`config.mk`:
```
export PLATFORM = sky130hd
export DESIGN_NAME = svwdr_top
export DESIGN_NICKNAME = d
export VERILOG_FILES = /design/src/rtl/svwdr_pkg.sv /design/src/rtl/svwdr_cond_if.sv /design/src/rtl/svwdr_top.sv /design/src/rtl/svwdr_cond.sv
export SDC_FILE = /design/constraint.sdc
export NUM_CORES = 1
export LEC_CHECK = 0
export BUFFER_PORTS_ARGS = -buffer_cell sky130_fd_sc_hd__buf_2
export CAP_MARGIN = 20
export CORE_MARGIN = 2
export CORE_UTILIZATION = 45
export DETAILED_ROUTE_END_ITERATION = 8
export GPL_TIMING_DRIVEN = 0
export HOLD_SLACK_MARGIN = 0.15
export PLACE_DENSITY = 0.62
export SYNTH_ARGS = -nofsm -noshare
export SYNTH_HDL_FRONTEND = slang
export SYNTH_SLANG_ARGS = --single-unit
```
`constraint.sdc`:
```
create_clock -name CLK_I -period 2.1 [get_ports CLK_I]
set_input_delay 0.21 -clock CLK_I [delete_from_list [all_inputs] [get_ports CLK_I]]
set_output_delay 0.21 -clock CLK_I [all_outputs]
set_load 0.02 [all_outputs]
```
`src/rtl/svwdr_pkg.sv`:
```
// Constants, timing figures and state encoding of the supervisor block
`default_nettype none
package svwdr_pkg;

  // ----------------------------------------------------------------
  // System clock and internal timebase
  // ----------------------------------------------------------------
  localparam int unsigned CLK_PERIOD_NS = 100;
  localparam int unsigned TICK_NS = 1000;
  // Timebase divider length, rounded up so a tick is never short
  localparam int unsigned TICK_CYC =
    (TICK_NS + CLK_PERIOD_NS - 1) / CLK_PERIOD_NS;
  localparam int unsigned NS_PER_MS = 1000000;
  localparam int unsigned TICKS_PER_MS = NS_PER_MS / TICK_NS;

  // ----------------------------------------------------------------
  // Supervisor timing figures
  // ----------------------------------------------------------------
  localparam int unsigned WD_PERIOD_MS = 1500;
  localparam int unsigned HOLD_MS = 140;
  localparam int unsigned DRV_PERIOD_MS = 1400;
  localparam int unsigned WD_TICKS = WD_PERIOD_MS * TICKS_PER_MS;
  localparam int unsigned HOLD_TICKS = HOLD_MS * TICKS_PER_MS;
  localparam int unsigned DRV_TICKS = DRV_PERIOD_MS * TICKS_PER_MS;
  // Internal driver is low for seven of eight parts of its period
  localparam int unsigned DRV_LOW_EIGHTHS = 7;
  localparam int unsigned DRV_EIGHTHS = 8;

  // ----------------------------------------------------------------
  // Input pin timing
  // ----------------------------------------------------------------
  localparam int unsigned STROBE_MIN_NS = 50;
  localparam int unsigned MR_MIN_NS = 1000;
  localparam int unsigned MR_REJECT_NS = 90;
  // Manual input must stand this long; half the least accepted pulse
  localparam int unsigned MR_FILT_CYC = (MR_MIN_NS / 2) / CLK_PERIOD_NS;

  // ----------------------------------------------------------------
  // Reset sequencer states
  // ----------------------------------------------------------------
  typedef enum logic [1:0] {
    ST_RUN = 2'h0,
    ST_ASSERT = 2'h1,
    ST_STRETCH = 2'h2
  } svwdr_state_t;

endpackage
`default_nettype wire

```
`src/rtl/svwdr_cond_if.sv`:
```
// Conditioned input events passed from the pin conditioner to the core
`timescale 1ns/1ns
`default_nettype none
interface svwdr_cond_if;
  logic supply_fault;
  logic manual_req;
  logic strobe_edge;
  modport cond (output supply_fault, output manual_req, output strobe_edge);
  modport core (input supply_fault, input manual_req, input strobe_edge);
endinterface
`default_nettype wire

```
`src/rtl/svwdr_top.sv`:
```
// Supervisor reset generator with watchdog timer and manual reset
`timescale 1ns/1ns
`default_nettype none
module svwdr_top #(
  parameter int unsigned TICK_CYC = svwdr_pkg::TICK_CYC,
  parameter int unsigned WD_TICKS = svwdr_pkg::WD_TICKS,
  parameter int unsigned HOLD_TICKS = svwdr_pkg::HOLD_TICKS,
  parameter int unsigned DRV_TICKS = svwdr_pkg::DRV_TICKS,
  parameter int unsigned MR_FILT_CYC = svwdr_pkg::MR_FILT_CYC,
  parameter bit OUT_ACTIVE_HIGH = 1'b0,
  parameter bit OPEN_DRAIN = 1'b0
) (
  // Clock and synchronous reset
  input wire logic CLK_I,
  input wire logic RST_N_I,
  // Supply comparator, high while supply is below trip threshold
  input wire logic SUPPLY_BELOW_TRIP_I,
  // Manual reset pin, active low
  input wire logic MANUAL_RESET_LOW_N_I,
  // Watchdog strobe pin, two-way through the internal series resistor
  input wire logic WATCHDOG_STROBE_IN_I,
  output logic WATCHDOG_STROBE_IN_O,
  output logic WATCHDOG_STROBE_IN_OE_N_O,
  // System reset pin
  output logic SYS_RESET_LOW_OUT_O,
  output logic SYS_RESET_LOW_OUT_OE_N_O
);

  // ----------------------------------------------------------------
  // Derived widths and terminal counts
  // ----------------------------------------------------------------
  localparam int TW = $clog2(TICK_CYC + 1);
  localparam int WW = $clog2(WD_TICKS + 1);
  localparam int HW = $clog2(HOLD_TICKS + 1);
  localparam int DW = $clog2(DRV_TICKS + 1);
  localparam logic [TW-1:0] TICK_LAST = TW'(TICK_CYC - 1);
  localparam logic [WW-1:0] WD_LAST = WW'(WD_TICKS - 1);
  localparam logic [HW-1:0] HOLD_LAST = HW'(HOLD_TICKS - 1);
  localparam logic [DW-1:0] DRV_LAST = DW'(DRV_TICKS - 1);
  // First tick of the high part of the internal driver period
  localparam logic [DW-1:0] DRV_HI_START = DW'((DRV_TICKS *
    svwdr_pkg::DRV_LOW_EIGHTHS) / svwdr_pkg::DRV_EIGHTHS);

  // ----------------------------------------------------------------
  // Pin conditioning
  // ----------------------------------------------------------------
  svwdr_cond_if cond_if ();

  svwdr_cond #(
    .FILT_CYC(MR_FILT_CYC)
  ) u_cond (
    .clk_i(CLK_I),
    .rst_n_i(RST_N_I),
    .supply_below_trip_i(SUPPLY_BELOW_TRIP_I),
    .manual_reset_low_n_i(MANUAL_RESET_LOW_N_I),
    .watchdog_strobe_in_i(WATCHDOG_STROBE_IN_I),
    .ev(cond_if.cond)
  );

  // ----------------------------------------------------------------
  // Timebase divider
  // ----------------------------------------------------------------
  logic [TW-1:0] tick_cnt_r;
  logic [TW-1:0] tick_cnt_nxt;
  logic tick_r;
  logic tick_nxt;

  // One-cycle enable every TICK_CYC clocks drives all slow timers
  always_comb begin
    tick_nxt = 1'b0;
    tick_cnt_nxt = tick_cnt_r + 1'b1;
    if (tick_cnt_r == TICK_LAST) begin
      tick_cnt_nxt = '0;
      tick_nxt = 1'b1;
    end
  end

  // Divider registers
  always_ff @(posedge CLK_I) begin
    if (!RST_N_I) begin
      tick_cnt_r <= '0;
      tick_r <= 1'b0;
    end else begin
      tick_cnt_r <= tick_cnt_nxt;
      tick_r <= tick_nxt;
    end
  end

  // ----------------------------------------------------------------
  // Reset sequencer and watchdog timer
  // ----------------------------------------------------------------
  svwdr_pkg::svwdr_state_t state_r;
  svwdr_pkg::svwdr_state_t state_nxt;
  logic [HW-1:0] hold_cnt_r;
  logic [HW-1:0] hold_cnt_nxt;
  logic [WW-1:0] wd_cnt_r;
  logic [WW-1:0] wd_cnt_nxt;
  logic cause;
  logic rst_act;

  // Level causes; watchdog expiry is handled inside the run state
  assign cause = cond_if.supply_fault | cond_if.manual_req;
  assign rst_act = (state_r != svwdr_pkg::ST_RUN);

  // A level cause always wins over a running stretch and restarts it,
  // so once a cause has come, the hold time is measured from its last release
  always_comb begin
    state_nxt = state_r;
    hold_cnt_nxt = hold_cnt_r;
    wd_cnt_nxt = '0;
    case (state_r)
      svwdr_pkg::ST_RUN: begin
        hold_cnt_nxt = '0;
        if (cause) begin
          state_nxt = svwdr_pkg::ST_ASSERT;
        end else if (cond_if.strobe_edge) begin
          wd_cnt_nxt = '0;
        end else if (tick_r && (wd_cnt_r == WD_LAST)) begin
          state_nxt = svwdr_pkg::ST_STRETCH;
        end else if (tick_r) begin
          wd_cnt_nxt = wd_cnt_r + 1'b1;
        end else begin
          wd_cnt_nxt = wd_cnt_r;
        end
      end
      svwdr_pkg::ST_ASSERT: begin
        hold_cnt_nxt = '0;
        if (!cause) begin
          state_nxt = svwdr_pkg::ST_STRETCH;
        end
      end
      svwdr_pkg::ST_STRETCH: begin
        if (cause) begin
          state_nxt = svwdr_pkg::ST_ASSERT;
          hold_cnt_nxt = '0;
        end else if (tick_r && (hold_cnt_r == HOLD_LAST)) begin
          state_nxt = svwdr_pkg::ST_RUN;
          hold_cnt_nxt = '0;
        end else if (tick_r) begin
          hold_cnt_nxt = hold_cnt_r + 1'b1;
        end
      end
      default: begin
        state_nxt = svwdr_pkg::ST_ASSERT;
        hold_cnt_nxt = '0;
      end
    endcase
  end

  // Power-up enters the stretch, so reset is held a full hold time
  always_ff @(posedge CLK_I) begin
    if (!RST_N_I) begin
      state_r <= svwdr_pkg::ST_STRETCH;
      hold_cnt_r <= '0;
      wd_cnt_r <= '0;
    end else begin
      state_r <= state_nxt;
      hold_cnt_r <= hold_cnt_nxt;
      wd_cnt_r <= wd_cnt_nxt;
    end
  end

  // ----------------------------------------------------------------
  // Internal strobe driver
  // ----------------------------------------------------------------
  logic [DW-1:0] drv_cnt_r;
  logic [DW-1:0] drv_cnt_nxt;
  logic drv_r;
  logic drv_nxt;

  // Runs free; its high part comes early enough that a floating pin
  // toggles the strobe before the watchdog period can run out.
  // The series resistor lets any external driver override it.
  always_comb begin
    drv_cnt_nxt = drv_cnt_r;
    if (tick_r) begin
      drv_cnt_nxt = (drv_cnt_r == DRV_LAST) ? '0 : drv_cnt_r + 1'b1;
    end
    drv_nxt = (drv_cnt_nxt >= DRV_HI_START);
  end

  // Driver registers
  always_ff @(posedge CLK_I) begin
    if (!RST_N_I) begin
      drv_cnt_r <= '0;
      drv_r <= 1'b0;
    end else begin
      drv_cnt_r <= drv_cnt_nxt;
      drv_r <= drv_nxt;
    end
  end

  // ----------------------------------------------------------------
  // Output stage
  // ----------------------------------------------------------------
  logic act_nxt;
  logic rst_out_r;
  logic rst_out_nxt;
  logic rst_oe_n_r;
  logic rst_oe_n_nxt;
  logic strobe_oe_n_r;

  // Polarity and drive type are fixed per variant by parameter
  always_comb begin
    act_nxt = (state_nxt != svwdr_pkg::ST_RUN);
    if (OPEN_DRAIN) begin
      rst_out_nxt = 1'b0;
      rst_oe_n_nxt = ~act_nxt;
    end else begin
      rst_out_nxt = OUT_ACTIVE_HIGH ? act_nxt : ~act_nxt;
      rst_oe_n_nxt = 1'b0;
    end
  end

  // Reset state drives the asserted level from the first edge
  always_ff @(posedge CLK_I) begin
    if (!RST_N_I) begin
      rst_out_r <= (OPEN_DRAIN || !OUT_ACTIVE_HIGH) ? 1'b0 : 1'b1;
      rst_oe_n_r <= 1'b0;
      strobe_oe_n_r <= 1'b0;
    end else begin
      rst_out_r <= rst_out_nxt;
      rst_oe_n_r <= rst_oe_n_nxt;
      strobe_oe_n_r <= 1'b0;
    end
  end

  assign SYS_RESET_LOW_OUT_O = rst_out_r;
  assign SYS_RESET_LOW_OUT_OE_N_O = rst_oe_n_r;
  assign WATCHDOG_STROBE_IN_O = drv_r;
  assign WATCHDOG_STROBE_IN_OE_N_O = strobe_oe_n_r;

  logic pin_asserted;
  assign pin_asserted = OPEN_DRAIN ? !rst_oe_n_r :
    (rst_out_r == OUT_ACTIVE_HIGH);
endmodule
`default_nettype wire

```
`src/rtl/svwdr_cond.sv`:
```
// Pin synchronisers, manual reset glitch filter and strobe edge detect
`timescale 1ns/1ns
`default_nettype none
module svwdr_cond #(
  parameter int unsigned FILT_CYC = svwdr_pkg::MR_FILT_CYC
) (
  // Clock and reset
  input wire logic clk_i,
  input wire logic rst_n_i,
  // Raw pins
  input wire logic supply_below_trip_i,
  input wire logic manual_reset_low_n_i,
  input wire logic watchdog_strobe_in_i,
  // Conditioned events
  svwdr_cond_if.cond ev
);

  localparam int FW = $clog2(FILT_CYC + 1);
  localparam logic [FW-1:0] FILT_LAST = FW'(FILT_CYC - 1);

  // ----------------------------------------------------------------
  // Synchronisers: bit 0 supply, bit 1 manual, bit 2 strobe
  // ----------------------------------------------------------------
  logic [2:0] meta_r;
  logic [2:0] sync_r;
  logic strobe_d_r;
  logic mr_low_r;
  logic [FW-1:0] mr_cnt_r;
  logic mr_low_nxt;
  logic [FW-1:0] mr_cnt_nxt;

  // Manual filter: a level must stand FILT_CYC cycles to be taken,
  // so a sub-cycle glitch can never flip the filtered level
  always_comb begin
    mr_low_nxt = mr_low_r;
    mr_cnt_nxt = '0;
    if (~sync_r[1] != mr_low_r) begin
      if (mr_cnt_r == FILT_LAST) begin
        mr_low_nxt = ~sync_r[1];
      end else begin
        mr_cnt_nxt = mr_cnt_r + 1'b1;
      end
    end
  end

  // Register stage; the first flop feeds only the second
  always_ff @(posedge clk_i) begin
    if (!rst_n_i) begin
      meta_r <= 3'h2;
      sync_r <= 3'h2;
      strobe_d_r <= 1'b0;
      mr_low_r <= 1'b0;
      mr_cnt_r <= '0;
    end else begin
      meta_r <= {watchdog_strobe_in_i, manual_reset_low_n_i,
                 supply_below_trip_i};
      sync_r <= meta_r;
      strobe_d_r <= sync_r[2];
      mr_low_r <= mr_low_nxt;
      mr_cnt_r <= mr_cnt_nxt;
    end
  end

  // Event outputs; any strobe transition counts as a toggle
  assign ev.supply_fault = sync_r[0];
  assign ev.manual_req = mr_low_r;
  assign ev.strobe_edge = sync_r[2] ^ strobe_d_r;
endmodule
`default_nettype wire

```
After elaboration in Yosys (flattened, before gate mapping):

Cells that the tools add are included.

* reduce and logical (&&, ||, !) cells: 9
* order comparisons: 1
* mux-type cells: 10
* equality and inequality tests: 8
* bitwise logic cells: 8
* $add $sub $neg: 5

Operator list (count)
* 21-bit by 1-bit adder with 21-bit output, second input constant: 2
* 21-bit equality test, second input constant: 2
* 21-bit 2-to-1 mux: 2
* 21-bit greater-or-equal comparator, second input constant: 1
* 18-bit by 1-bit adder with 18-bit output, second input constant: 1
* 18-bit equality test, second input constant: 1
* 2-bit 2-to-1 mux: 6
* 1-bit inverter: 6
* 2-bit one-hot mux with 3 select lines: 1
* 5-bit OR reduction: 1
* 4-bit by 1-bit adder with 4-bit output, second input constant: 1
* 4-bit equality test, second input constant: 1
* 4-bit OR reduction: 1
* 3-bit by 1-bit adder with 3-bit output, second input constant: 1
* 3-bit equality test, second input constant: 1
* 3-bit OR reduction: 1
* 2-bit by 1-bit equality test with 1-bit output, second input constant: 1
* 2-bit equality test, second input constant: 1
* 1-bit logical AND: 2
* 2-bit logical NOT: 1
* 2-bit AND reduction: 1
* 2-bit nonzero test: 1
* 2-bit OR reduction: 1
* 1-bit 2-to-1 mux: 1
* 3 further kinds: 3

* word-level logic and storage cells: 54
* flip-flop bits (word level): 80
* bits of input ports: 5

Depth between registers and ports, before layout:

Gate-level depths: netlist (run 1).

* depth in word-level cells: 8
* gate-level depth with buffers: 8
* mapped depth without buffers: 8

Hierarchy:

Synthesis (run 1) repeated with hierarchy kept, for this count alone.

* cells, all modules: 414
* area total of the unflattened synthesis: 3651.0 µm²

By module, submodules not included
* svwdr_top: area an instance 3269.4 µm², seq. area each 1381.3 µm², instances 1, cells an instance 381
* svwdr_cond: area an instance 381.6 µm², seq. area each 220.2 µm², instances 1, cells an instance 33

Worst setup path after synthesis (run 1):

Ideal clock, no wire load.

* path type: reg2reg
* start point: register drv_cnt_r[5]
* end point: register drv_r (netlist: WATCHDOG_STROBE_IN_O)
* stages on the path, launching flop included: 9
* path slack: 108 ps
* data arrival time: 1901 ps
* cells stage by stage: dfxtp_1 buf_2 and4_4 nand2_2 nor3_2 mux2_2 o211ai_1 nand4b_1 a311oi_1

* cells in the longest elaborated chain, start to end: 4
* elaborated cells between the ends (all ways): 5
* those cells by class: 1 x add/sub; 1 x order compare; 1 x eq/ne; 2 x mux

RTL lines
* start, declared: line svwdr_top.sv:166 `logic [DW-1:0] drv_cnt_r;`
* start signal, assigned: line svwdr_top.sv:188 `drv_cnt_r <= drv_cnt_nxt;`
* 21-bit by 1-bit adder with 21-bit output / 21-bit equality test (equally long branches): line svwdr_top.sv:177 `drv_cnt_nxt = (drv_cnt_r == DRV_LAST) ? '0 : drv_cnt_r + 1'b1;`
* 21-bit 2-to-1 mux: line svwdr_top.sv:177
* 21-bit 2-to-1 mux *: line svwdr_top.sv:176 `if (tick_r) begin`
* 21-bit greater-or-equal comparator *: line svwdr_top.sv:179 `drv_nxt = (drv_cnt_nxt >= DRV_HI_START);`
* end signal, assigned: line svwdr_top.sv:189 `drv_r <= drv_nxt;`
* end, declared: line svwdr_top.sv:168 `logic drv_r;`

Mark *: on every way between the ends. The rest lies on a longest branch, timed or not.
A chain may end at the register's enable or synchronous reset.

Final worst setup path (run 1):

Ends and elaborated chain as after synthesis.

==> impl_metrics.toml, run 1 <==
[cts]
cts_made_buffers = 9
cts-htree-levels = 3
cts.sinks = 80
cts_root_buffer = "clkbuf_8"
tritoncts = "yes"
clock_path_buffers = 2
clock_latency_ps = 350
clkTransAtPathRegs_ps = 80

[worst_setup_path]
end_kind = "register"
r2r_end = "WATCHDOG_STROBE_IN_O"
reg2regPathDepth = 8
r2r_slack_ps = 100
crit_fanout = 8
r2r-start = "drv_cnt_r[5]"
cp.required_ps = 2370
critical_path_class = "reg -> reg"
critPathLaunchType = "register"
arrival_ps = 2270

[timing]
fmaxAchievable_mhz = 500
finalHoldWorstSlack_ps = 180
grt_setup_unrepaired = "no"
finalHoldViolations = 0
setup_viol = 0
fin_crit_sh_pct = 95.3
final.min_clock_period_ps = 2000
tns_ps = 0
final_max_slew_viol_count = 0
finClkSkew_ps = 8.86
tightest_slew_ps = 567
slew-limit-headroom_pct = 62.2

[yosys]
synthAdderAreaFrac_pct = 2.33
synth.mux.area_fraction_pct = 1.97
syn-instance-count = 430
yosysWarnings = 0
synth-edff-count = 0
synth_top_family_by_area = "simple AND/OR/NAND/NOR gates"
synth_seq_area_share_pct = 42.7
synth_area_leaders = "dfxtp_1 43%, xor2_1 8.2%, nor2_1 7.9%"
synthXorXnorAreaFrac_pct = 12.8
synth_area_per_cell_um2 = 8.73
async_reset_ff_share_pct = 0
synth_compound_area_share_pct = 6.76
netlist_area_um2 = 3750
ys_types = 57
synth_simple_gate_area_share_pct = 30.1
netlist.area_leader.share_pct = 42.7
synth_flop_cell = "dfxtp_1"
synth_area_leader_cell = "dfxtp_1"
synth-seq-cells = 80

[detailed_routing]
vias_per_cell = 5.23
drt_iter0_drc = 126
drc = 0
ant_nets = 0
wl_um = 7140
detail_route.wl_per_cell_um = 12.6
vias = 2965
drtPass1Iterations = 4

[job]
max_cap_violations = 0

[placement]
port_buffers = 6
gp_congestion = 0.895
dpl.hpwl_um = 4920

[floorplanning]
row_count = 33
die_area_um2 = 9090
die_y_um = 95.3
design.core.area_um2 = 8130
fp.dieW_um = 95.3
initial_core_util_pct = 46.2
io_pins = 9

[global_route]
grt_max_degree = 19
grt-ovfl-total = 0
grt_usage_pct = 17.4
grt_pass1_wl_um = 12400
grt_pass1_vias = 2755
antenna_found_initial = 0

[power]
p_leak_nw = 1.51
power.total_w = 0.00263
cellPowerDensity_nw_per_um2 = 618
vdd.ir_drop.worst_v = 0.000442

[worst_hold_path]
min_to = "u_cond.mr_cnt_r[2]"
hp-start = "RST_N_I"
hold_path.class = "in -> reg"
min_path_cells = 3

[layout]
final_common_cell = "nor2_1"
area_growth_syn_to_layout_pct = 13.4
drive_gt1_share_pct = 15.2
mostFrequentLayoutCells = "77 x nor2_1, 73 x dfxtp_1, 35 x xor2_1, 28 x nand2_1, 20 x xnor2_1"
fin_nets = 469
antenna_cells = 0

[outcome]
status = "complete, no violations"
-- state kept, by name, indices dropped and copies added, names as in the netlist, 2 cells and up --
register and cells:
u_cond.mr_cnt_r 3, u_cond.meta_r 3, hold_cnt_r 18, wd_cnt_r 21
tick_cnt_r 4, u_cond.sync_r 3, drv_cnt_r 21, state_r 2
-- layout make-up --
cell class                      instances  area (um^2)
Clock buffer                            9          124
Timing Repair Buffer                   16          113
Tap cell                              105          131
Fill cell                             780         3880
Clock inverter                          7         45.0
Buffer                                 17         93.8
Multi-Input combinational cell        324         2110
Inverter                                9         33.8
Sequential cell                        80         1610
-- critical path, cell delays in order, from the launching register on --
cell and delay (ps):
dfxtp_1 310, buf_2 170, and4_4 290, nand2_2 120, nor3_4 170, mux2_2 350
o211ai_1 150, nand4b_1 140, a311oi_1 220
-- synth_stat cells, types with 3 or more instances --
cell type and count:
nand3_1 18, nor3_1 4, buf_4 3, a21oi_1 12
o21ai_0 10, dfxtp_1 80, or3_1 5, and3_1 11
ha_1 7, clkbuf_1 8, nand3b_1 3, nor4_1 3
inv_1 9, xnor2_1 20, nor4b_1 6, nand2b_1 4
and2_1 9, a311oi_1 3, nor4bb_1 3, nor2_1 79
mux2i_1 4, nand2_1 31, xor2_1 35, nand4_1 17
buf_2 7
-- per-layer routing --
layer | global-route usage, % | wire length [um] | up-vias
met2 | 30.0 | 3450 | 44
met5 | 0 | 0 | -
met3 | 4.98 | 223 | 4
met4 | 4.71 | 55 | 0
met1 | 21.1 | 3410 | 1385
li1 | - | - | 1532
-- cells by family after synthesis --
logic type,after synthesis
compound gates,40
xor+xnor,55
fa+ha+maj,7
buf+inv,27
flops,80
mux,7
other cells,1
simple gates,213
-- repair_timing --
item,in CTS,in global routing
hold buffers,3,0
setup endpoints to repair,41,51
endpoints found under the hold margin,3,0
pin swaps,2,6
buffers inserted,2,5
resized for setup,7,18
-- per-stage QoR --
stage	area (um^2)	utilization [%]	setup slack (ps)	std cells
2_1_floorplan	3760	-	108	431
4_1_cts	4150	51.1	2.30	562
3_3_place_gp	3920	48.2	-104	542
5_1_grt	4260	52.3	5.21	567
3_5_place_dp	3920	48.2	-139	542
6_report	4260	52.3	99.1	567
-- how the worst max path moves through the flow --
stage,depth (start not counted),from,end
6_report,8,drv_cnt_r[5],WATCHDOG_STROBE_IN_O
5_1_grt,7,drv_cnt_r[8],WATCHDOG_STROBE_IN_O
4_1_cts,8,drv_cnt_r[1],WATCHDOG_STROBE_IN_O
3_5_place_dp,8,drv_cnt_r[6],WATCHDOG_STROBE_IN_O
3_3_place_gp,8,drv_cnt_r[6],WATCHDOG_STROBE_IN_O
2_1_floorplan,8,drv_cnt_r[5],WATCHDOG_STROBE_IN_O
-- power by group --
part	internal (W)	leakage [nW]	switching, W
combinational	0.0000363	0.770	0.0000604
sequential	0.00153	0.650	0.0000103
clock	0.000429	0.0896	0.000565
No activity file was read; power rests on OpenSTA's default activity.
==> inputs of run 2 (changes only) <==
PLACE_DENSITY = 0.6   (was 0.62)
clock period = 1.9 ns   (was 2.1 ns; I/O delays follow)
==> run 2 against run 1 <==
Power up 29%. Critical path depth up 1. Setup slack worse by 120 ps. First-iteration DRC count up 7.1%. Worst hold slack better by 240 ps. Combinational power up 27%. Maximum frequency up 4.3%. The run now ends with setup timing left. Clock skew up 1.6 ps. Sequential cell count unchanged. Largest power group unchanged. Sequential power up 10%. Register-to-register slack worse by 120 ps.
==> impl_metrics.toml, run 2 (same netlist as run 1, synthesis figures left out) <==
[placement]
dpl_worst_slack_ps = -338
gp_congestion = 0.823
port_buffers = 6
dpl.hpwl_um = 4820
dpl_cell_area_um2 = 3940

[cts]
cts.sinks = 80
clock_latency_ps = 360
cts-htree-levels = 3
cts_root_buffer = "clkbuf_8"
clock_path_buffers = 2
clkTransAtPathRegs_ps = 90
tritoncts = "yes"
cts_made_buffers = 9

[worst_setup_path]
r2r_slack_ps = -20
end_kind = "register"
r2r-start = "drv_cnt_r[5]"
reg2regPathDepth = 9
cp.required_ps = 2140
critPathLaunchType = "register"
r2r_end = "WATCHDOG_STROBE_IN_O"
slowest_delay_ps = 330
critPathMostFrequentCell = "a311oi_1"
path_cells = "buf_6 -> and4_4 -> buf_4 -> nand4_4 -> nor3_2 -> xor2_1 -> and3_1 -> a311oi_1 -> a311oi_1"
critical_path_class = "reg -> reg"
arrival_ps = 2160
cp_slowest_cell = "dfxtp_2"
crit_fanout = 5

[timing]
final_max_slew_viol_count = 0
fin_crit_sh_pct = 101
tightest_slew_ps = 619
finClkSkew_ps = 10.4
grt_setup_unrepaired = "yes"
setup_viol = 1
finalHoldWorstSlack_ps = 415
tns_ps = -18.3
worst_slack_ps = -18.3
slew-limit-headroom_pct = 58.8
fmaxAchievable_mhz = 521
finalHoldViolations = 0
final.min_clock_period_ps = 1920

[detailed_routing]
vias_per_cell = 5.31
drc = 0
vias = 3103
drtPass1Iterations = 4
drt_iter0_drc = 135
detail_route.wl_per_cell_um = 13.3
wl_um = 7770
ant_nets = 0

[worst_hold_path]
hp-start = "u_cond.meta_r[1]"
hold_path.class = "reg -> reg"
min_to = "u_cond.sync_r[1]"
min_path_cells = 1

[power]
vdd.ir_drop.worst_v = 0.000415
p_sw_w = 0.000762
p_leak_nw = 1.71
power.share.switching_pct = 22.5
cellPowerDensity_nw_per_um2 = 724
p_int_w = 0.00262
p_comb_share_pct = 3.6
power.total_w = 0.00339
clockPowerShare_pct = 46.3
seqPwrFrac_pct = 50.1

[floorplanning]
io_pins = 9
fp.dieW_um = 95.3
die_y_um = 95.3
initial_core_util_pct = 46.2
row_count = 33
die_area_um2 = 9090
design.core.area_um2 = 8130

[layout]
drive_gt1_share_pct = 24.4
antenna_cells = 0
multi_input_area_um2 = 2250
final_common_cell = "nor2_1"
area_growth_syn_to_layout_pct = 24.6
n_fill_cell = 718
postLayoutCellArea_um2 = 4680
area.sequential_um2 = 1640
fin_nets = 486
reg_top3 = "drv_cnt_r (21), wd_cnt_r (21), hold_cnt_r (18)"
mostFrequentLayoutCells = "75 x nor2_1, 61 x dfxtp_1, 35 x xor2_1, 28 x nand2_1, 27 x buf_4"

[global_route]
grt_usage_pct = 17.4
grt-ovfl-total = 0
grt_pass1_wl_um = 12500
grt_max_degree = 16
grt_pass1_vias = 2774
antenna_found_initial = 0

[outcome]
status = "complete, but fails checks"
violations = "setup timing"

[job]
max_cap_violations = 0
[run 2: power by group through the flow]
stage | registers [W] | clock network, W | logic [W]
finish | 0.00170 | 0.00157 | 0.000123
global route | 0.00170 | 0.00166 | 0.000134
CTS | 0.00170 | 0.00159 | 0.000113
detailed placement | 0.00174 | 0 | 0.0000994
global placement | 0.00174 | 0 | 0.0000975
floorplan | 0.00174 | 0 | 0.0000676
[run 2: how the worst max path moves through the flow]
stage / startpoint / to / cells after the start
5_1_grt: drv_cnt_r[13] / WATCHDOG_STROBE_IN_O / 7
3_3_place_gp: wd_cnt_r[0] / wd_cnt_r[11] / 8
3_5_place_dp: wd_cnt_r[0] / wd_cnt_r[10] / 8
2_1_floorplan: drv_cnt_r[0] / WATCHDOG_STROBE_IN_O / 7
4_1_cts: drv_cnt_r[6] / WATCHDOG_STROBE_IN_O / 8
6_report: drv_cnt_r[5] / WATCHDOG_STROBE_IN_O / 9
[run 2: area by class of cell]
class | count | share of cell area [%]
well taps | 105 | 2.81
repair buffers | 36 | 5.88
plain buffers | 14 | 2.25
clock buffers | 9 | 2.65
clock inverters | 7 | 2.67
inverters | 9 | 0.722
flip-flops and latches | 80 | 35.0
multi-input cells | 324 | 48.0
[run 2: per-stage QoR]
stage	utilization, %	cells
4_1_cts	54.3	569
5_1_grt	57.5	584
2_1_floorplan	-	431
6_report	57.5	584
3_5_place_dp	48.4	542
3_3_place_gp	48.4	542
[run 2: per-layer routing]
metal  up-vias  routed length (um)  track usage (%)
met3        20                 215             2.92
met1      1461                3630             22.5
li1       1567                   -                -
met2        55                3710             27.6
met5         -                   0                0
met4         0                 213             9.54
[run 2: critical path: cells and delay by family (launching register included)]
| kind | cells | cell delay [ps] |
|---|---|---|
| simple gates | 4 | 770 |
| compound gates | 2 | 390 |
| flops | 1 | 330 |
| buf+inv | 2 | 220 |
| xor+xnor | 1 | 90 |
[run 2: timing repair]
| item | CTS | global route |
|---|---|---|
| endpoints found under the setup margin | 44 | 43 |
| cloned | 0 | 1 |
| pin swaps | 12 | 19 |
| gates resized for setup | 37 | 33 |
| hold buffers | 4 | 0 |
| hold endpoints to repair | 4 | 0 |
| setup buffers | 7 | 18 |
